<file path="src/include/tape_opts_pkg.sv">
// constants for the tape option reporting block
// assumes one 200 MHz clock and byte-wide sense data
package tape_opts_pkg;
    // option encodings
    localparam logic LEGAL_WRITE = 1'b0;
    localparam logic LEGAL_READ = 1'b1;
    localparam logic SMODE_NATIVE = 1'b0;
    localparam logic SMODE_CLEAR = 1'b1;
    localparam logic [1:0] FMT_FULL = 2'h0;
    localparam logic [1:0] FMT_NOFSC = 2'h1;
    localparam logic [1:0] FMT_LEGACY = 2'h2;
    // option defaults after reset
    localparam logic DEF_LEGAL = LEGAL_WRITE;
    localparam logic DEF_MEDIUM_REPORT = 1'b1;
    localparam logic DEF_SMODE = SMODE_NATIVE;
    localparam logic [1:0] DEF_FMT = FMT_FULL;
    // sense lengths in bytes
    localparam logic [4:0] LEN_FULL = 5'h1d;
    localparam logic [4:0] LEN_NOFSC = 5'h1c;
    localparam logic [4:0] LEN_LEGACY = 5'h1a;
    localparam logic [4:0] ADDL_BASE = 5'h08;
    // sense byte positions
    localparam logic [4:0] B_RESP = 5'h00;
    localparam logic [4:0] B_KEY = 5'h02;
    localparam logic [4:0] B_ADDL = 5'h07;
    localparam logic [4:0] B_LOGPAGE = 5'h08;
    localparam logic [4:0] B_LOGPARAM = 5'h09;
    localparam logic [4:0] B_ASC = 5'h0c;
    localparam logic [4:0] B_ASCQ = 5'h0d;
    localparam logic [4:0] B_SKS0 = 5'h0f;
    localparam logic [4:0] B_SKS1 = 5'h10;
    localparam logic [4:0] B_SKS2 = 5'h11;
    localparam logic [4:0] B_CNT0 = 5'h10;
    localparam logic [4:0] B_CNT1 = 5'h11;
    localparam logic [4:0] B_CNT2 = 5'h12;
    localparam logic [4:0] B_FSC = 5'h1c;
    // codes
    localparam logic [7:0] RESP_CURRENT = 8'h70;
    localparam logic [7:0] RESP_DEFERRED = 8'h71;
    localparam logic [7:0] FSC_THRESHOLD = 8'hca;
    localparam logic [7:0] MEDIUM_NONE = 8'h00;
    localparam logic [7:0] ZERO_BYTE = 8'h00;
endpackage

</file>
<file path="src/tape_sense_mode_reporting.sv">
// density legality, medium type and sense reporting for a tape target
// assumes command strobes come from logic on the same clock, one cycle each
//
// Functional notes
// at start of tape, density sets default
// write legality: code must equal default density
// read legality: code must equal tape format
// read legality: echoed sensed density always accepted
// medium type byte from cartridge when enabled
// medium type byte zero when disabled
// native mode keeps sense after request sense
// native mode: error counter in bytes 16-18
// native, code CAh: log page/param bytes 8-9
// clearing mode zeroes key, ASC, ASCQ, code
// clearing mode: key specific bytes 15-17
// clearing, code CAh: threshold pointers bytes 15-17
// full format returns 29 bytes
// no-code format returns 28 bytes
// legacy format 26 bytes, never deferred
// request sense never changes the options
// defaults: write, medium on, native, full
// options load once from storage, then fixed
`timescale 1ns/1ps
`default_nettype none
module tape_sense_mode_reporting #(
    parameter logic [7:0] DEF_DENSITY = 8'h00
) (
    // clock and reset
    input wire logic clock,
    input wire logic rst,
    // option load from nonvolatile storage
    input wire logic nvLoad,
    input wire logic nvLegalRead,
    input wire logic nvMediumReport,
    input wire logic nvSenseClear,
    input wire logic [1:0] nvSenseFormat,
    output logic optLoaded,
    // tape state
    input wire logic logical_tape_start,
    input wire logic [7:0] tapeFormat,
    input wire logic [7:0] cartridgeType,
    // mode select
    input wire logic modeSelReq,
    input wire logic [7:0] modeSelDensity,
    output logic modeSelAccept,
    output logic modeSelReject,
    output logic [7:0] defaultDensity,
    // mode sense
    input wire logic modeSenseReq,
    output logic modeSenseDone,
    output logic [7:0] mediumType,
    output logic [7:0] reportedDensity,
    // sense data load
    input wire logic senseLoad,
    input wire logic senseDeferred,
    input wire logic [3:0] senseKeyIn,
    input wire logic [7:0] ascIn,
    input wire logic [7:0] ascqIn,
    input wire logic [7:0] fault_symptom_code,
    input wire logic [23:0] errCountIn,
    input wire logic [7:0] logPageIn,
    input wire logic [7:0] logParamIn,
    input wire logic [23:0] keySpecificIn,
    // request sense
    input wire logic reqSenseReq,
    output logic reqSenseBusy,
    output logic senseValid,
    output logic [7:0] senseData,
    output logic senseLast,
    output logic senseGood,
    output logic [3:0] senseKey
);

    typedef enum logic [1:0] {RS_IDLE, RS_SEND, RS_STATUS} rsState_t;

    logic optLoaded_r, legalRead_r, mediumReport_r, senseClear_r;
    logic [1:0] senseFormat_r;
    logic [7:0] defaultDensity_r, mediumType_r, reportedDensity_r;
    logic accept_r, reject_r, msDone_r, selOk;
    logic deferred_r;
    logic [3:0] key_r;
    logic [7:0] asc_r, ascq_r, fsc_r, logPage_r, logParam_r;
    logic [23:0] errCount_r, keySpec_r;
    rsState_t rsState_r;
    logic [4:0] rsIdx_r, outIdx_r, rsLen;
    logic [7:0] muxByte, rsData_r;
    logic rsValid_r, rsLast_r, rsGood_r;

    // options: reset defaults, then one load; later loads ignored
    always_ff @(posedge clock) begin
        if (rst) begin
            optLoaded_r <= 1'b0;
            legalRead_r <= tape_opts_pkg::DEF_LEGAL;
            mediumReport_r <= tape_opts_pkg::DEF_MEDIUM_REPORT;
            senseClear_r <= tape_opts_pkg::DEF_SMODE;
            senseFormat_r <= tape_opts_pkg::DEF_FMT;
        end else if (nvLoad && !optLoaded_r) begin
            // no command path reaches these flops
            optLoaded_r <= 1'b1;
            legalRead_r <= nvLegalRead;
            mediumReport_r <= nvMediumReport;
            senseClear_r <= nvSenseClear;
            senseFormat_r <= nvSenseFormat;
        end
    end

    // density legality away from start of tape
    always_comb begin
        if (legalRead_r == tape_opts_pkg::LEGAL_READ) begin
            selOk = (modeSelDensity == tapeFormat) || (modeSelDensity == reportedDensity_r);
        end else begin
            selOk = (modeSelDensity == defaultDensity_r);
        end
    end

    always_ff @(posedge clock) begin
        if (rst) begin
            defaultDensity_r <= DEF_DENSITY;
            accept_r <= 1'b0;
            reject_r <= 1'b0;
        end else begin
            accept_r <= 1'b0;
            reject_r <= 1'b0;
            if (modeSelReq) begin
                if (logical_tape_start) begin
                    defaultDensity_r <= modeSelDensity;
                    accept_r <= 1'b1;
                end else begin
                    // format cannot change mid tape
                    accept_r <= selOk;
                    reject_r <= !selOk;
                end
            end
        end
    end

    // mode sense header values
    always_ff @(posedge clock) begin
        if (rst) begin
            mediumType_r <= tape_opts_pkg::MEDIUM_NONE;
            reportedDensity_r <= DEF_DENSITY;
            msDone_r <= 1'b0;
        end else begin
            msDone_r <= modeSenseReq;
            if (modeSenseReq) begin
                // cartridge code passed through as the medium code
                mediumType_r <= mediumReport_r ? cartridgeType : tape_opts_pkg::MEDIUM_NONE;
                reportedDensity_r <= tapeFormat;
            end
        end
    end

    // sense store; a fresh load beats the clear
    always_ff @(posedge clock) begin
        if (rst) begin
            deferred_r <= 1'b0;
            key_r <= 4'h0;
            asc_r <= 8'h00;
            ascq_r <= 8'h00;
            fsc_r <= 8'h00;
            errCount_r <= 24'h000000;
            logPage_r <= 8'h00;
            logParam_r <= 8'h00;
            keySpec_r <= 24'h000000;
        end else if (senseLoad) begin
            deferred_r <= senseDeferred;
            key_r <= senseKeyIn;
            asc_r <= ascIn;
            ascq_r <= ascqIn;
            fsc_r <= fault_symptom_code;
            errCount_r <= errCountIn;
            logPage_r <= logPageIn;
            logParam_r <= logParamIn;
            keySpec_r <= keySpecificIn;
        end else if (rsGood_r && senseClear_r == tape_opts_pkg::SMODE_CLEAR) begin
            // cleared only once good status has gone out
            key_r <= 4'h0;
            asc_r <= 8'h00;
            ascq_r <= 8'h00;
            fsc_r <= 8'h00;
            deferred_r <= 1'b0;
        end
        // native mode: nothing here touches the store
    end

    always_comb begin
        case (senseFormat_r)
            tape_opts_pkg::FMT_NOFSC: rsLen = tape_opts_pkg::LEN_NOFSC;
            tape_opts_pkg::FMT_LEGACY: rsLen = tape_opts_pkg::LEN_LEGACY;
            default: rsLen = tape_opts_pkg::LEN_FULL;
        endcase
    end

    sense_byte_sel u_sel (
        .idx(rsIdx_r),
        .fmt(senseFormat_r),
        .clearMode(senseClear_r),
        .deferred(deferred_r),
        .senseKey(key_r),
        .asc(asc_r),
        .ascq(ascq_r),
        .faultSymptomCode(fsc_r),
        .errCount(errCount_r),
        .logPage(logPage_r),
        .logParam(logParam_r),
        .keySpecific(keySpec_r),
        .dataByte(muxByte)
    );

    // request sense byte stream, one byte per cycle
    always_ff @(posedge clock) begin
        if (rst) begin
            rsState_r <= RS_IDLE;
            rsIdx_r <= 5'h00;
            outIdx_r <= 5'h00;
            rsData_r <= 8'h00;
            rsValid_r <= 1'b0;
            rsLast_r <= 1'b0;
            rsGood_r <= 1'b0;
        end else begin
            rsValid_r <= 1'b0;
            rsLast_r <= 1'b0;
            rsGood_r <= 1'b0;
            case (rsState_r)
                RS_IDLE: begin
                    rsIdx_r <= 5'h00;
                    if (reqSenseReq) begin
                        rsState_r <= RS_SEND;
                    end
                end
                RS_SEND: begin
                    rsData_r <= muxByte;
                    rsValid_r <= 1'b1;
                    outIdx_r <= rsIdx_r;
                    rsIdx_r <= rsIdx_r + 5'h01;
                    if (rsIdx_r == rsLen - 5'h01) begin
                        rsLast_r <= 1'b1;
                        rsState_r <= RS_STATUS;
                    end
                end
                RS_STATUS: begin
                    rsGood_r <= 1'b1;
                    rsState_r <= RS_IDLE;
                end
                default: rsState_r <= RS_IDLE;
            endcase
        end
    end

    // bytes actually sent; independent of rsIdx_r so a bad index is caught
    logic [4:0] sentCnt_r;
    always_ff @(posedge clock) begin
        if (rst || rsState_r == RS_IDLE) begin
            sentCnt_r <= 5'h00;
        end else if (rsValid_r) begin
            sentCnt_r <= sentCnt_r + 5'h01;
        end
    end

    assign optLoaded = optLoaded_r;
    assign modeSelAccept = accept_r;
    assign modeSelReject = reject_r;
    assign defaultDensity = defaultDensity_r;
    assign modeSenseDone = msDone_r;
    assign mediumType = mediumType_r;
    assign reportedDensity = reportedDensity_r;
    assign reqSenseBusy = (rsState_r != RS_IDLE);
    assign senseValid = rsValid_r;
    assign senseData = rsData_r;
    assign senseLast = rsLast_r;
    assign senseGood = rsGood_r;
    assign senseKey = key_r;
endmodule
`default_nettype wire

</file>
<file path="src/sense_byte_sel.sv">
// picks one byte of the sense data by index
// assumes the caller registers the result
`timescale 1ns/1ps
`default_nettype none
module sense_byte_sel (
    // selection
    input wire logic [4:0] idx,
    input wire logic [1:0] fmt,
    input wire logic clearMode,
    // stored sense fields
    input wire logic deferred,
    input wire logic [3:0] senseKey,
    input wire logic [7:0] asc,
    input wire logic [7:0] ascq,
    input wire logic [7:0] faultSymptomCode,
    input wire logic [23:0] errCount,
    input wire logic [7:0] logPage,
    input wire logic [7:0] logParam,
    input wire logic [23:0] keySpecific,
    // result
    output logic [7:0] dataByte
);
    logic [4:0] len;
    logic thresh;
    logic [23:0] sks;
    always_comb begin
        len = (fmt == tape_opts_pkg::FMT_LEGACY) ? tape_opts_pkg::LEN_LEGACY :
              (fmt == tape_opts_pkg::FMT_NOFSC) ? tape_opts_pkg::LEN_NOFSC : tape_opts_pkg::LEN_FULL;
        thresh = (faultSymptomCode == tape_opts_pkg::FSC_THRESHOLD);
        // threshold pointers take over the key specific bytes
        sks = thresh ? {logPage, logParam, tape_opts_pkg::ZERO_BYTE} : keySpecific;
        dataByte = tape_opts_pkg::ZERO_BYTE;
        if (idx == tape_opts_pkg::B_RESP) begin
            // legacy layout has no deferred form
            dataByte = (deferred && fmt != tape_opts_pkg::FMT_LEGACY) ?
                       tape_opts_pkg::RESP_DEFERRED : tape_opts_pkg::RESP_CURRENT;
        end else if (idx == tape_opts_pkg::B_KEY) begin
            dataByte = {4'h0, senseKey};
        end else if (idx == tape_opts_pkg::B_ADDL) begin
            dataByte = {3'h0, len - tape_opts_pkg::ADDL_BASE};
        end else if (idx == tape_opts_pkg::B_ASC) begin
            dataByte = asc;
        end else if (idx == tape_opts_pkg::B_ASCQ) begin
            dataByte = ascq;
        end else if (idx == tape_opts_pkg::B_FSC) begin
            dataByte = faultSymptomCode;
        end else if (!clearMode) begin
            if (thresh && idx == tape_opts_pkg::B_LOGPAGE) begin
                dataByte = logPage;
            end else if (thresh && idx == tape_opts_pkg::B_LOGPARAM) begin
                dataByte = logParam;
            end else if (idx == tape_opts_pkg::B_CNT0) begin
                dataByte = errCount[23:16];
            end else if (idx == tape_opts_pkg::B_CNT1) begin
                dataByte = errCount[15:8];
            end else if (idx == tape_opts_pkg::B_CNT2) begin
                dataByte = errCount[7:0];
            end
        end else begin
            if (idx == tape_opts_pkg::B_SKS0) begin
                dataByte = sks[23:16];
            end else if (idx == tape_opts_pkg::B_SKS1) begin
                dataByte = sks[15:8];
            end else if (idx == tape_opts_pkg::B_SKS2) begin
                dataByte = sks[7:0];
            end
        end
    end
endmodule
`default_nettype wire

</file>
<file path="config.mk">
export PLATFORM = sky130hd
export DESIGN_NAME = tape_sense_mode_reporting
export DESIGN_NICKNAME = d
export VERILOG_FILES = /design/src/include/tape_opts_pkg.sv /design/src/tape_sense_mode_reporting.sv /design/src/sense_byte_sel.sv
export SDC_FILE = /design/constraint.sdc
export NUM_CORES = 1
export LEC_CHECK = 0
export BUFFER_PORTS_ARGS = -buffer_cell sky130_fd_sc_hd__buf_2
export CAP_MARGIN = 20
export CORE_UTILIZATION = 58
export CTS_CLUSTER_DIAMETER = 100
export CTS_CLUSTER_SIZE = 16
export DETAILED_ROUTE_END_ITERATION = 8
export PLACE_DENSITY = 0.86
export SYNTH_ARGS = -nofsm -noshare
export SYNTH_HDL_FRONTEND = slang
export SYNTH_SLANG_ARGS = --single-unit
</file>
<file path="constraint.sdc">
create_clock -name clock -period 6.3 [get_ports clock]
set_clock_uncertainty 0.15 [all_clocks]
set_input_delay 0 -clock clock [delete_from_list [all_inputs] [get_ports clock]]
set_output_delay 0 -clock clock [all_outputs]
set_load 0.02 [all_outputs]
</file>
==> results.md <==
- Setup tns final: 0 ns
- Slew HR: 35.7%
- Layout Nets: 1,221
- Initial antenna violation count: 2
- Worst path bufs/invs: 2
- Critical Path AT: 3.45 ns
- Crit path time final: 3.32 ns
- Max cap viols: 0
- F_max: 301 MHz
- Vias in the first global route: 8,259
- Final GP Congestion: 1.01
- GRT Resource Usage Total: 46.8%
- Drt total wl: 28,900 µm
- Reg2reg end: senseData[7]$_SDFFE_PP0P_
- Fin util: 85.2%
- Top cells by area, synth: dfxtp_1 (41%), mux2i_1 (11%), nor2_1 (7.5%)
- Dominant cell type by area after synthesis: dfxtp_1
- CTS Hold Bufs: 148
- Die footprint: 12,500 µm²
- Stages on worst setup path: 8
- Pin count of the biggest net entering global routing: 86
- CP Launch Type: register
- Yosys Warn Count: 0
- Main synth FF type: dfxtp_1
- Crit path max-delay family: simple AND/OR/NAND/NOR gates
- Worst-Skew Late Latency: 0.42 ns
- Cell variety after synth: 69
- Num rows: 39
- Worst VDD drop: 214 µV
- Worst R2R Start: rsIdx_r[0]$_SDFFE_PP0P_
- Worst-margin pin slew: 0.964 ns
- Input/output buffers: 173
- Register area share after synthesis: 41.4%
- Pre-CTS WS: 3.10 ns
- Clk root buf: clkbuf_16
- Post-CTS Setup Bufs: 0
- Crit. Startpoint: rsIdx_r[0]$_SDFFE_PP0P_
- Drt first pass iters: 8
- Yosys reg bits: 144
- # setup viols final: 0
- Reg2reg path depth: 8
- Share of layout cells above drive strength 1: 20.6%
- Min-Delay Path Class: primary input to register
- Status: finished with violations
- DP Wirelength: 14,300 µm
- Setup crit end: senseData[7]$_SDFFE_PP0P_
- Clock-pin transition on the worst setup and hold timing paths: 0.06 ns
- CP max-delay cell: or4_1
- P&R area growth vs syn: 41.5%
- 1st-iter DRT viols: 1,142
- FF-to-FF setup slack: 2.98 ns
- Setup ws final: 2.98 ns
- Routed length per instance: 23.3 µm
- Core region area: 11,600 µm²
- H-Tree Level Count: 4
- Post-synth EDFFs: 0
- Clock Path Buffers: 2
- Vias: 8,023
- Crit path required time: 6.43 ns
- Post-cts sizing count: 0
- CTS sink cnt: 144
- Violated checks: DRC
- Post-route DRC: 14
- Slew Viols, Final: 0
- Async set or reset register ratio after synthesis: 0%
- RSZ-0062 raised after global routing: false
- Vias per Instance: 6.48
- ANT nets after route: 0
- Crit path largest cell delay: 0.68 ns
- Kind of end point of the critical path: register
- Netlist Area Pre-Place: 6970 µm²
- Initial Util: 60.3%
- Mapped Avg Cell Area: 8.70 µm²
- Mapped Cells: 801
- Crit Path Max Fanout: 24
- Syn Nets: 939
- Final period util: 52.7%
- Cell breakdown of the critical path: inv_1 > ha_1 > buf_4 > nand2_1 > or4_1 > o21a_1 > a2111oi_2 > o22ai_1
- Die W: 112 µm
- Grt total ovfl: 0
- Final Hold Viols: 0
- Total power: 2.34 mW
- Power Density: 238 nW/µm²
- Leak Pwr: 4.18 nW
- First-pass GRT wire length: 44,600 µm
- I/O pin cnt: 174
- CTS Buf Count: 17
- Fill count: 627
- CP Class: register to register
- Synth top area share: 41.4%
- Die height: 112 µm
- TritonCTS clock tree: done
-- through the flow --
stage	std cells	area (µm²)	hold WS, ns
CTS	1237	9850	0.00100
floorplan	801	6970	-0.0342
global placement	1058	7820	0.0576
global route	1239	9860	0.0415
finish	1239	9860	0.00628
detailed placement	1059	7820	0.0773
-- cells in the final DEF (no fill, tap or decap), types with 4 or more instances in the layout --
cell           netlist  layout
a211oi_1             4       4
a21oi_1             52      51
a221oi_1             9       9
a22oi_1             30      30
a31oi_1              6       6
and2_1               4       4
and4_1               4       4
buf_2               10     172
buf_4                0      10
clkbuf_16            0      17
clkbuf_8             0       4
clkinv_2             0       4
dfxtp_1            144     144
dlygate4sd3_1        0     148
ha_1                 8       8
inv_1               14      14
mux2_2               5       5
mux2i_1             75      75
nand2_1             35      35
nand2b_1             4       4
nand3_1             26      26
nand3b_1             4       4
nand4_1              7       7
nand4b_1             4       4
nor2_1             140     140
nor2b_1             16      16
nor3_1               8       8
nor3b_1              5       5
nor4bb_1             4       4
o211ai_1             5       5
o21ai_0             24      24
o221ai_1             8       8
o22ai_1              6       6
xnor2_1             22      22
xor2_1               5       5
-- worst min path at each step --
stage                         from                          end  depth (start not counted)
detailed placement          nvLoad       optLoaded$_SDFFE_PP0P_                          3
global placement    nvMediumReport  mediumReport_r$_SDFFE_PP1P_                          2
floorplan                   nvLoad       optLoaded$_SDFFE_PP0P_                          2
CTS                            rst   mediumType[4]$_SDFFE_PP0P_                          2
global route                   rst   mediumType[1]$_SDFFE_PP0P_                          2
finish                         rst     senseKey[0]$_SDFFE_PP0P_                          2
-- power by group --
group / switching, mW / internal, mW / total (mW)
registers: 0.0495 / 0.961 / 1.01
logic: 0.190 / 0.175 / 0.365
clock network: 0.390 / 0.578 / 0.968
-- sequential cells by signal, summed over array words and instances (netlist names), 8 cells and up --
signal and flops:
errCount_r 24, keySpec_r 24, asc_r 8, ascq_r 8, defaultDensity 8, fsc_r 8
logPage_r 8, logParam_r 8, mediumType 8, reportedDensity 8, senseData 8
-- area by class of cell --
type | count | area, µm² | area share, %
inverters | 14 | 52.6 | 0.533
clock inverters | 6 | 57.6 | 0.584
flip-flops and latches | 144 | 2880 | 29.2
multi-input cells | 576 | 3770 | 38.3
repair buffers | 330 | 2420 | 24.5
diodes | 2 | 5.00 | 0.0508
clock buffers | 24 | 492 | 4.99
well taps | 143 | 179 | 1.81
-- cell usage after synthesis, types with 2 or more instances --
master	number
dfxtp_1	144
nor2_1	140
mux2i_1	75
a21oi_1	52
clkbuf_1	43
nand2_1	35
a22oi_1	30
nand3_1	26
o21ai_0	24
xnor2_1	22
nor2b_1	16
buf_1	14
inv_1	14
buf_2	10
a221oi_1	9
ha_1	8
nor3_1	8
o221ai_1	8
nand4_1	7
a31oi_1	6
o22ai_1	6
mux2_2	5
nor3b_1	5
o211ai_1	5
xor2_1	5
a211oi_1	4
and2_1	4
and4_1	4
nand2b_1	4
nand3b_1	4
nand4b_1	4
nor4bb_1	4
a211o_1	3
a32o_1	3
a32oi_1	3
a41oi_1	3
and4b_1	3
nor4_1	3
and3_1	2
nor4b_1	2
o32ai_1	2
o41ai_1	2
or3_1	2
or3b_2	2
or4_1	2
-- cell families after synthesis --
logic type / Yosys count / synth area share, %
xor gates and xnor gates: 27 / 3.39
muxes: 81 / 11.9
adders and majority gates: 8 / 1.44
buffers and inverters: 81 / 4.54
AOI/OAI and AO/OA: 173 / 16.7
DFF: 144 / 41.4
and+or+nand+nor: 287 / 20.6
-- layer usage --
metal / vias up / global-route usage, % / routed length [µm]
li1: 3439 / - / -
met1: 3706 / 49.5 / 9930
met2: 662 / 80.7 / 13900
met3: 216 / 12.4 / 2790
met4: 0 / 34.4 / 2300
met5: - / 0 / 0
Note: power is estimated with default switching activity, not from simulation.
